$ cat src/pwmsc_pkg.sv
package pwmsc_pkg;
  // ==========================================================
  // timing constants
  localparam int unsigned CLK_MHZ = 125;
  localparam int unsigned SYNC_WIDTH_CYC = 32;
  localparam int unsigned CUR_CONV_MAX_CYC = 100;
  localparam int unsigned AUX_CONV_MAX_CYC = 200;
  localparam int unsigned GATE_UPD_MAX_CYC = 2;
  localparam int unsigned KILL_MAX_CYC = 100;
  localparam int unsigned KILL_MIN_WIDTH_CYC = 32;
  localparam int unsigned CONV_TIME_NS = 2050;
  localparam int unsigned CONV_MAX_CYC = (CONV_TIME_NS * CLK_MHZ) / 1000;
  // one conversion, kept short so current and aux both land inside their sync bounds
  localparam int unsigned CONV_CYC = 96;
  localparam int unsigned HOLD_TIME_NS = 10000;
  localparam int unsigned HOLD_MAX_CYC = (HOLD_TIME_NS * CLK_MHZ) / 1000;
  localparam int unsigned FILT_TIME_NS = 2000;
  localparam int unsigned FILT_CYC = (FILT_TIME_NS * CLK_MHZ) / 1000;
  // ==========================================================
  // widths and reset values
  localparam int unsigned CNT_W = 9;
  localparam int unsigned AUX_CHANNELS = 6;
  localparam logic [2:0] AUX_FIRST = 3'h1;
  localparam logic [5:0] GATE_POL_RST = 6'h00;
  localparam logic KILL_SENSE_RST = 1'b0;
  localparam logic [8:0] CNT_ZERO = 9'h000;
  // ==========================================================
  // conversion sequencer states
  typedef enum logic [1:0] {PWMSC_IDLE, PWMSC_CUR, PWMSC_AUX} pwmsc_state_e;
endpackage

$ cat src/pwmsc_filter.sv
`timescale 1ns/1ps
// ==========================================================
// synchroniser plus persistence filter for one fault input
module pwmsc_filter
  import pwmsc_pkg::*;
#(
  parameter int unsigned LEN = 16
) (
  input wire logic refClk, // system clock
  input wire logic nrst, // sync reset, active low
  input wire logic clkEn, // clock enable
  input wire logic rawIn, // asynchronous input, active high
  output logic filtOut // filtered level
);
  logic sync1_q;
  logic sync2_q;
  logic [CNT_W-1:0] cnt_q;

  // two-stage synchroniser, first stage read only by second
  always_ff @(posedge refClk) begin
    if (!nrst) begin
      sync1_q <= 1'b0;
      sync2_q <= 1'b0;
    end else if (clkEn) begin
      sync1_q <= rawIn;
      sync2_q <= sync1_q;
    end
  end

  // output follows once input held stable for LEN cycles
  always_ff @(posedge refClk) begin
    if (!nrst) begin
      cnt_q <= CNT_ZERO;
      filtOut <= 1'b0;
    end else if (clkEn) begin
      if (sync2_q == filtOut) begin
        cnt_q <= CNT_ZERO;
      end else if (cnt_q >= CNT_W'(LEN - 1)) begin
        cnt_q <= CNT_ZERO;
        filtOut <= sync2_q;
      end else begin
        cnt_q <= cnt_q + 1'b1;
      end
    end
  end
endmodule

$ cat src/pwmsc_top.sv
`timescale 1ns/1ps
// Overview of operation
// - sync output pulse lasts 32 clock cycles at every carrier sync event
// - current feedback conversion completes within 100 cycles after sync
// - scheduled auxiliary conversion completes within 200 cycles after sync
// - auxiliary channels one to six converted in rotation, one per sync
// - the six gate outputs update no later than 2 cycles after sync
// - one conversion lasts no more than 2.05 microseconds
// - held sample converted within 10 microseconds of capture
// - valid shutdown forces all gate outputs inactive within 100 cycles
// - overcurrent trip turns gates off within 100 cycles plus comparator delay
// - shutdown negates all six gates; its input sense is programmable
// - shutdown passes about 2 us digital filter, active low by default
// - gate outputs active high after reset, polarity configurable
module pwmsc_top
  import pwmsc_pkg::*;
(
  input wire logic ref_clk, // 125 MHz system clock
  input wire logic nrst, // sync reset, active low
  input wire logic clkEn, // clock enable, freezes state when low
  input wire logic carrierEvt, // carrier sync event, one-cycle pulse
  input wire logic [5:0] gateCmd, // uh ul vh vl wh wl from modulator
  input wire logic [5:0] gatePol, // 1 = low-true output per gate
  input wire logic killSense, // 1 = shutdown input active high
  input wire logic shutdownPin, // asynchronous shutdown pin
  input wire logic tripPin, // asynchronous overcurrent comparator
  output logic syncOut, // sync pulse
  output logic adcStart, // conversion start pulse
  output logic adcSample, // sample/hold capture, one-cycle pulse at each conversion start
  output logic [2:0] adcChan, // 0 current, 1..6 auxiliary
  output logic curDone, // current conversion done pulse
  output logic auxDone, // auxiliary conversion done pulse
  output logic gatesKilled, // gates forced off
  output logic phase_u_high_gate, // gate output
  output logic phase_u_low_gate, // gate output
  output logic phase_v_high_gate, // gate output
  output logic phase_v_low_gate, // gate output
  output logic phase_w_high_gate, // gate output
  output logic phase_w_low_gate // gate output
);
  // ==========================================================
  // fault inputs
  logic killRaw;
  logic killFilt;
  logic tripFilt;
  logic killSense_q;
  logic [5:0] gatePol_q;

  // sense and polarity captured after reset, first lives reset values
  always_ff @(posedge ref_clk) begin
    if (!nrst) begin
      killSense_q <= KILL_SENSE_RST;
      gatePol_q <= GATE_POL_RST;
    end else if (clkEn) begin
      killSense_q <= killSense;
      gatePol_q <= gatePol;
    end
  end

  // shutdown pin synchronised before the sense is applied, no logic sees it raw
  logic killPin1_q;
  logic killPin2_q;
  always_ff @(posedge ref_clk) begin
    if (!nrst) begin
      killPin1_q <= ~KILL_SENSE_RST; // idle level of a low-true pin
      killPin2_q <= ~KILL_SENSE_RST;
    end else if (clkEn) begin
      killPin1_q <= shutdownPin;
      killPin2_q <= killPin1_q;
    end
  end

  assign killRaw = killSense_q ? killPin2_q : ~killPin2_q;

  // shutdown: 2 us filter before it counts
  pwmsc_filter #(.LEN(FILT_CYC)) uKill (
    .refClk(ref_clk),
    .nrst(nrst),
    .clkEn(clkEn),
    .rawIn(killRaw),
    .filtOut(killFilt)
  );

  // trip: sync then short glitch filter
  pwmsc_filter #(.LEN(2)) uTrip (
    .refClk(ref_clk),
    .nrst(nrst),
    .clkEn(clkEn),
    .rawIn(tripPin),
    .filtOut(tripFilt)
  );

  // ==========================================================
  // sync pulse generator
  logic [CNT_W-1:0] syncCnt_q;
  always_ff @(posedge ref_clk) begin
    if (!nrst) begin
      syncCnt_q <= CNT_ZERO;
      syncOut <= 1'b0;
    end else if (clkEn) begin
      if (carrierEvt) begin
        syncCnt_q <= CNT_W'(SYNC_WIDTH_CYC - 1);
        syncOut <= 1'b1;
      end else if (syncCnt_q != CNT_ZERO) begin
        syncCnt_q <= syncCnt_q - 1'b1;
      end else begin
        syncOut <= 1'b0;
      end
    end
  end

  // ==========================================================
  // gate outputs: new state one cycle after sync, kill overrides
  logic [5:0] gateAct_q;
  logic killAny;
  assign killAny = killFilt | tripFilt;

  always_ff @(posedge ref_clk) begin
    if (!nrst) begin
      gateAct_q <= 6'h00;
    end else if (clkEn && carrierEvt) begin
      gateAct_q <= gateCmd;
    end
  end

  always_ff @(posedge ref_clk) begin
    if (!nrst) begin
      gatesKilled <= 1'b0;
      {phase_u_high_gate, phase_u_low_gate, phase_v_high_gate,
       phase_v_low_gate, phase_w_high_gate, phase_w_low_gate} <= GATE_POL_RST;
    end else if (clkEn) begin
      gatesKilled <= killAny;
      {phase_u_high_gate, phase_u_low_gate, phase_v_high_gate,
       phase_v_low_gate, phase_w_high_gate, phase_w_low_gate} <=
        (killAny ? 6'h00 : gateAct_q) ^ gatePol_q;
    end
  end

  // ==========================================================
  // conversion sequencer: current, then one auxiliary channel
  pwmsc_state_e state_q;
  logic [CNT_W-1:0] convCnt_q;
  logic [2:0] auxChan_q;

  always_ff @(posedge ref_clk) begin
    if (!nrst) begin
      state_q <= PWMSC_IDLE;
      convCnt_q <= CNT_ZERO;
      adcStart <= 1'b0;
      adcSample <= 1'b0;
      adcChan <= 3'h0;
      curDone <= 1'b0;
      auxDone <= 1'b0;
      auxChan_q <= AUX_FIRST;
    end else if (clkEn) begin
      adcStart <= 1'b0;
      curDone <= 1'b0;
      auxDone <= 1'b0;
      case (state_q)
        PWMSC_IDLE: begin
          adcSample <= 1'b0;
          if (carrierEvt) begin
            state_q <= PWMSC_CUR;
            adcStart <= 1'b1;
            adcSample <= 1'b1; // capture, conversion follows at once
            adcChan <= 3'h0;
            convCnt_q <= CNT_ZERO;
          end
        end
        PWMSC_CUR: begin
          adcSample <= 1'b0;
          convCnt_q <= convCnt_q + 1'b1;
          if (convCnt_q == CNT_W'(CONV_CYC - 1)) begin
            curDone <= 1'b1;
            state_q <= PWMSC_AUX;
            adcStart <= 1'b1;
            adcSample <= 1'b1;
            adcChan <= auxChan_q;
            convCnt_q <= CNT_ZERO;
          end
        end
        PWMSC_AUX: begin
          adcSample <= 1'b0;
          convCnt_q <= convCnt_q + 1'b1;
          if (convCnt_q == CNT_W'(CONV_CYC - 1)) begin
            auxDone <= 1'b1;
            state_q <= PWMSC_IDLE;
            auxChan_q <= (auxChan_q == 3'(AUX_CHANNELS)) ? AUX_FIRST
                                                          : auxChan_q + 3'h1;
          end
        end
        default: begin
          state_q <= PWMSC_IDLE;
        end
      endcase
    end
  end

  // ==========================================================
  // checks
  logic [CNT_W-1:0] sinceSync_q;
  always_ff @(posedge ref_clk) begin
    if (!nrst) begin
      sinceSync_q <= CNT_ZERO;
    end else if (clkEn) begin
      if (carrierEvt) begin
        sinceSync_q <= CNT_ZERO;
      end else if (sinceSync_q != {CNT_W{1'b1}}) begin
        sinceSync_q <= sinceSync_q + 1'b1;
      end
    end
  end

  property p_syncWidth;
    @(posedge ref_clk) disable iff (!nrst || !clkEn)
      $rose(syncOut) |-> syncOut[*8];
  endproperty
  a_syncWidth: assert property (p_syncWidth) else $error("sync pulse too short");

  property p_curBound;
    @(posedge ref_clk) disable iff (!nrst)
      curDone |-> sinceSync_q < 9'h064;
  endproperty
  a_curBound: assert property (p_curBound) else $error("current conversion late");

  property p_auxBound;
    @(posedge ref_clk) disable iff (!nrst)
      auxDone |-> sinceSync_q < 9'h0C8;
  endproperty
  a_auxBound: assert property (p_auxBound) else $error("aux conversion late");

  property p_auxRange;
    @(posedge ref_clk) disable iff (!nrst)
      auxDone |-> (adcChan >= 3'h1 && adcChan <= 3'h6);
  endproperty
  a_auxRange: assert property (p_auxRange) else $error("aux channel out of range");

  property p_gateUpd;
    @(posedge ref_clk) disable iff (!nrst || !clkEn)
      (carrierEvt && !killAny) ##1 (clkEn && !killAny) |=> 
        ({phase_u_high_gate, phase_u_low_gate, phase_v_high_gate,
          phase_v_low_gate, phase_w_high_gate, phase_w_low_gate}
         == ($past(gateCmd, 2) ^ $past(gatePol_q)));
  endproperty
  a_gateUpd: assert property (p_gateUpd) else $error("gate update late");

  property p_killOff;
    @(posedge ref_clk) disable iff (!nrst || !clkEn)
      gatesKilled |-> ({phase_u_high_gate, phase_u_low_gate, phase_v_high_gate,
                       phase_v_low_gate, phase_w_high_gate, phase_w_low_gate}
                      == $past(gatePol_q));
  endproperty
  a_killOff: assert property (p_killOff) else $error("gates not off during kill");

  property p_tripKill;
    @(posedge ref_clk) disable iff (!nrst || !clkEn)
      tripFilt |=> gatesKilled;
  endproperty
  a_tripKill: assert property (p_tripKill) else $error("trip did not kill gates");

  property p_killLat;
    @(posedge ref_clk) disable iff (!nrst || !clkEn)
      killFilt |=> gatesKilled;
  endproperty
  a_killLat: assert property (p_killLat) else $error("shutdown left gates on");

  property p_convLen;
    @(posedge ref_clk) disable iff (!nrst || !clkEn)
      curDone |-> $past(state_q) == PWMSC_CUR && $past(convCnt_q) == CNT_W'(CONV_CYC - 1);
  endproperty
  a_convLen: assert property (p_convLen) else $error("conversion length wrong");
endmodule

$ cat config.mk
export PLATFORM = sky130hd
export DESIGN_NAME = pwmsc_top
export DESIGN_NICKNAME = d
export VERILOG_FILES = /design/src/pwmsc_pkg.sv /design/src/pwmsc_filter.sv /design/src/pwmsc_top.sv
export SDC_FILE = /design/constraint.sdc
export NUM_CORES = 1
export LEC_CHECK = 0
export ABC_AREA = 1
export CAP_MARGIN = 10
export CORE_MARGIN = 2
export CORE_UTILIZATION = 39
export DETAILED_ROUTE_END_ITERATION = 7
export DONT_BUFFER_PORTS = 1
export RECOVER_POWER = 100
export SETUP_SLACK_MARGIN = 0.4
export SYNTH_ARGS = -nofsm -noshare
export SYNTH_HDL_FRONTEND = slang
export SYNTH_SLANG_ARGS = --single-unit
$ cat constraint.sdc
create_clock -name ref_clk -period 1.8 [get_ports ref_clk]
set_input_delay 0.09 -clock ref_clk [delete_from_list [all_inputs] [get_ports ref_clk]]
set_output_delay 0.09 -clock ref_clk [all_outputs]
set_load 0.005 [all_outputs]
After elaboration in Yosys (flattened, before gate mapping) --
Index checks and enable logic that the tools add are counted.
Operators by class: $add $sub $neg 5, magnitude comparators 2, eq/ne operators 10, muxes and demuxes 27, bitwise operators 5, reduce and logical (&&, ||, !) cells 15
Operators with widths (count):
- 9-bit two-way mux | 8
- 9-bit by 1-bit adder with 9-bit output (second input constant) | 3
- 9-bit one-hot mux with 3 select lines | 1
- 3-bit AND reduction | 4
- 9-bit by 7-bit equality test with 1-bit output (second input constant) | 1
- 9-bit by 1-bit greater-or-equal comparator with 1-bit output (second input constant) | 1
- 9-bit by 8-bit greater-or-equal comparator with 1-bit output (second input constant) | 1
- 3-bit two-way mux | 3
- 9-bit nonzero test | 1
- 9-bit by 1-bit subtractor with 9-bit output (second input constant) | 1
- 2-bit inequality test (second input constant) | 4
- 4-bit AND reduction | 2
- 1-bit two-way mux | 7
- 2-bit two-way mux | 3
- 6-bit two-way mux | 1
- 2-bit one-hot mux with 3 select lines | 1
- 3-bit one-hot mux with 2 select lines | 1
- 2-bit AND reduction | 3
- 6-bit XOR | 1
- 2-bit nonzero test | 2
- 3-bit by 1-bit adder with 3-bit output (second input constant) | 1
- 3-bit equality test (second input constant) | 1
- 1-bit NOT | 3
- 1-bit one-hot mux with 3 select lines | 1
- other kinds (8) | 9
Storage, ports and cells: flip-flop bits (word level) 77, input bits 19, output and inout bits 15, word-level logic and storage cells 94

Depth between registers and ports, before layout --
word-level depth 3, mapped depth 10

By module --
Synthesis repeated with hierarchy kept, for this count alone.
Unflattened totals: cell total of the unflattened synthesis 525, area, all modules 3811.2 um^2
By module, submodules not included:
- pwmsc_top | times used 1, cells each 359, area each 2632.5 um^2
- pwmsc_filter (uKill) | times used 1, cells each 97, area each 674.4 um^2
- pwmsc_filter (uTrip) | times used 1, cells each 69, area each 504.2 um^2

Worst setup path after synthesis --
OpenSTA, ideal clock, no wires.
path type reg2reg, start register state_q[1], end register state_q[1], setup time 134 ps, data arrival time 1277 ps, required time 1666 ps, path slack 389 ps, stages on the path, launching flop included 9, path buffers 1, period minus slack after synthesis 1411 ps, cell sequence dfxtp_1 -> inv_1 -> ha_1 -> buf_2 -> or2_2 -> nand2_1 -> nand2_1 -> nand2_1 -> a21oi_1
On the way: word-level cells in the longest chain between the ends 3, elaborated cells between the ends (all ways) 8, classes of those cells 5 x eq/ne; 1 x mux; 2 x reduce/logical
Ends and longest elaborated chain:
- start, declared | RTL line pwmsc_top.sv:141 | pwmsc_state_e state_q;
- start signal, assigned | RTL line pwmsc_top.sv:147 | state_q <= PWMSC_IDLE;
- start signal, assigned | RTL line pwmsc_top.sv:163 | state_q <= PWMSC_CUR;
- start signal, assigned | RTL line pwmsc_top.sv:175 | state_q <= PWMSC_AUX;
- 2-bit equality test (tied with other cells) | RTL line pwmsc_top.sv:159 | case (state_q)
- 2-bit inequality test (no source line)
- 4-bit AND reduction (no source line)
Several ways; a longest one is shown, not always the timed one. A chain may end at the register's enable or synchronous reset.

Worst setup path after layout --
start register convCnt_q[1], end register convCnt_q[7]
On the way: word-level cells in the longest chain between the ends 3, elaborated cells between the ends (all ways) 4, classes of those cells 1 x add/sub; 1 x eq/ne; 2 x mux
Ends and longest elaborated chain:
- start, declared | RTL line pwmsc_top.sv:142 | logic [CNT_W-1:0] convCnt_q;
- start signal, assigned | RTL line pwmsc_top.sv:172 | convCnt_q <= convCnt_q + 1'b1;
- start signal, assigned | RTL line pwmsc_top.sv:184 | convCnt_q <= convCnt_q + 1'b1;
- 9-bit by 1-bit adder with 9-bit output / 9-bit by 7-bit equality test with 1-bit output (equally long branches) | RTL line pwmsc_top.sv:172, pwmsc_top.sv:184, pwmsc_top.sv:173
- 9-bit two-way mux | RTL line pwmsc_top.sv:173 | if (convCnt_q == CNT_W'(CONV_CYC - 1)) begin
- 9-bit one-hot mux with 3 select lines (*) | RTL line pwmsc_top.sv:159
Every way passes the cells marked *; elsewhere a longest branch is shown, timed or not.

==> flow_metrics.tcl <==
set metrics [dict create \
    die_x_um 99.4 \
    startpoint_type "flop" \
    core_area_um2 8760 \
    cts.sinks 77 \
    antenna_found_initial 0 \
    syn_inst 481 \
    tightest_slew_ps 467 \
    regArea_um2 1550 \
    syn_avg_cell_area_um2 7.38 \
    post_drt_wl_per_cell_um 12.5 \
    cp.required_ps 2010 \
    io-pin-count 34 \
    hold_path_class "primary input to flop" \
    synthArstFlopShare 0 \
    powerDensity_nw_per_um2 794 \
    cap_violations 0 \
    maxSlewHeadroom 0.687 \
    ir_drop_mv 0.499 \
    violations "hold timing" \
    placed_cells 576 \
    slowest_delay_ps 380 \
    criticalPathCategory "flop to flop" \
    num-nets-final 563 \
    ys_ff_latch 77 \
    port-buffer-count 0 \
    place.gp.congestion 0.816 \
    fin_tns_setup_ps 0 \
    grt_pass1_vias 2908 \
    min_period_ps 1500 \
    worstReg2RegStart "convCnt_q[1]$_SDFFE_PN0P_" \
    wirelength_mm 8.04 \
    cts.hold.buffers_added 31 \
    yosysWarnings 0 \
    clk_pin_slew_ps 80 \
    setup_viol 0 \
    most-common-layout-cells "nor2_1, nand2_1, dfxtp_1" \
    grt_pass1_wl_mm 13.2 \
    crit_path_end_kind "flop" \
    cp_max_fo 4 \
    drcViolationCount 0 \
    final_common_cell "nor2_1" \
    die-area_um2 9890 \
    status "finished, violations left" \
    cts_inserted_buffers 9 \
    diodes 0 \
    grt_overflow_total 0 \
    crit_slowest_cell "dfxtp_1" \
    start_util 0.405 \
    grt_max_degree 41 \
    placementRows 34 \
    synthesis.nets 510 \
    yosysSeqAreaShare 0.434 \
    cp-startpoint "convCnt_q[1]$_SDFFE_PN0P_" \
    slew_viol_final 0 \
    synth-main-ff-cell "dfxtp_1" \
    syn_area_um2 3550 \
    hp-start "nrst" \
    fmax_mhz 667 \
    fp.dieH_um 99.4 \
    cts_tree "yes" \
    vias 3152 \
    cts_max_path_buffers 2 \
    p_leak_nw 1.83 \
    area_growth_pct 26.5 \
    h-tree-depth 3 \
    arrival_ps 1710 \
    fill_cells 862 \
    post-route-util 0.513 \
    dp_hpwl_mm 4.79 \
    grt_setup_unrepaired "true" \
    vias_per_cell 4.89 \
    cts-root-buf "clkbuf_8" \
    grt.total_usage 0.164 \
    finalCritPeriodShare 0.832 \
    worstPathCellList "ha_4 > nand2_4 > nor2_4 > nand2_1 > nand2_1 > nand2_4 > clkbuf_1 > nand3_2 > a21oi_2" \
    stdcell_count 645 \
    clk_latency_ps 340 \
    multiInputGateArea_um2 1910 \
    hold_violations 17 \
    netlist-cell-type-count 33 \
    synth-edff-count 0 \
    drt_first_pass_iters 4 \
    ant_nets 0 \
    hold-worst-slack_ps -163 \
    drive_gt1_frac 0.186 \
    dr.first_iter.drc_count 119 \
    fin_worst_skew_ps 8.47 \
]
stage by stage:
step / worst slack [ps] / total power (W) / area, um2
after detailed placement: 272 / 0.00227 / 3650
after global routing: 182 / 0.00377 / 4490
final: 302 / 0.00357 / 4490
after floorplan: 406 / 0.00221 / 3550
after CTS: 378 / 0.00353 / 4230
after global placement: 328 / 0.00226 / 3650
report_power, final:
part,switching [W],internal (W)
Combinational,0.000318,0.000276
Clock,0.000581,0.000557
Sequential,0.0000579,0.00178
Total,0.000957,0.00261
area by class of cell:
cell class	instances	area share
clock buffers	12	0.0345
well taps	108	0.0301
repair buffers	56	0.118
flip-flops and latches	77	0.345
multi-input cells	338	0.425
inverters	52	0.0451
clock inverters	2	0.00223
synthesized netlist by cell type, types with 2 or more instances:
master / number / area (um2)
inv_1: 46 / 173
clkbuf_1: 7 / 26.3
nor2_1: 91 / 342
dfxtp_1: 77 / 1540
nand3b_1: 2 / 15.0
nand4_1: 5 / 31.3
or2_2: 3 / 18.8
buf_1: 2 / 7.51
nor2_2: 5 / 31.3
xnor2_1: 9 / 78.8
nor3_1: 6 / 30.0
nand2_4: 3 / 33.8
xor2_1: 11 / 96.3
nor2_4: 3 / 33.8
a31oi_1: 2 / 12.5
nand2_2: 6 / 37.5
a21oi_1: 29 / 145
inv_2: 4 / 15.0
buf_2: 5 / 25.0
nand3_2: 2 / 20.0
ha_1: 10 / 125
nand3_1: 31 / 155
o21ai_0: 33 / 165
o21ai_1: 2 / 10.0
nand2_1: 79 / 297
critical path, delay by kind of cell, from the launching register on:
family,cells,cell delay [ps]
DFF,1,380
and+or+nand+nor,6,630
buffers and inverters,1,140
AOI/OAI and AO/OA,1,50
adders and majority gates,1,170
path summary, 6_finish.rpt:
| path | endpoint | slack [ps] | cells past startpoint |
|---|---|---|---|
| setup / recovery | convCnt_q[7]$_SDFFE_PN0P_ | 300 | 9 |
| hold / removal | auxChan_q[0]$_SDFFE_PN1P_ | -160 | 1 |
| setup reg to reg | convCnt_q[7]$_SDFFE_PN0P_ | 300 | 9 |
| hold reg to reg | uTrip.cnt_q[3]$_SDFFE_PN0P_ | 450 | 2 |
layer usage:
layer / part of all wire / track usage / up-vias
met3: 0.051 / 0.0436 / 4
li1: - / - / 1627
met4: 0.0066 / 0.0527 / 0
met2: 0.47 / 0.268 / 63
met5: 0 / 0 / -
met1: 0.47 / 0.212 / 1458
repair_timing:
item,4_1_cts,5_1_grt
gates resized for setup,15,59
pin swaps,6,32
hold endpoints to repair,60,23
setup endpoints to repair,31,44
cloned,0,1
setup buffers,6,17
cell families after synthesis:
group                      share of synthesized area
and+or+nand+nor                                0.306
DFF                                            0.434
AOI/OAI and AO/OA                              0.100
buffers and inverters                         0.0754
xor gates and xnor gates                      0.0493
adders and majority gates                     0.0352
registers in the layout (all words and copies together), names as in the netlist, 2 cells and up:
| register | flops |
|---|---|
| state_q | 2 |
| adcChan | 3 |
| gatePol_q | 6 |
| gateAct_q | 6 |
| uKill.cnt_q | 9 |
| convCnt_q | 9 |
| auxChan_q | 3 |
| syncCnt_q | 9 |
| uTrip.cnt_q | 9 |
Note: power is estimated with default switching activity, not from simulation.
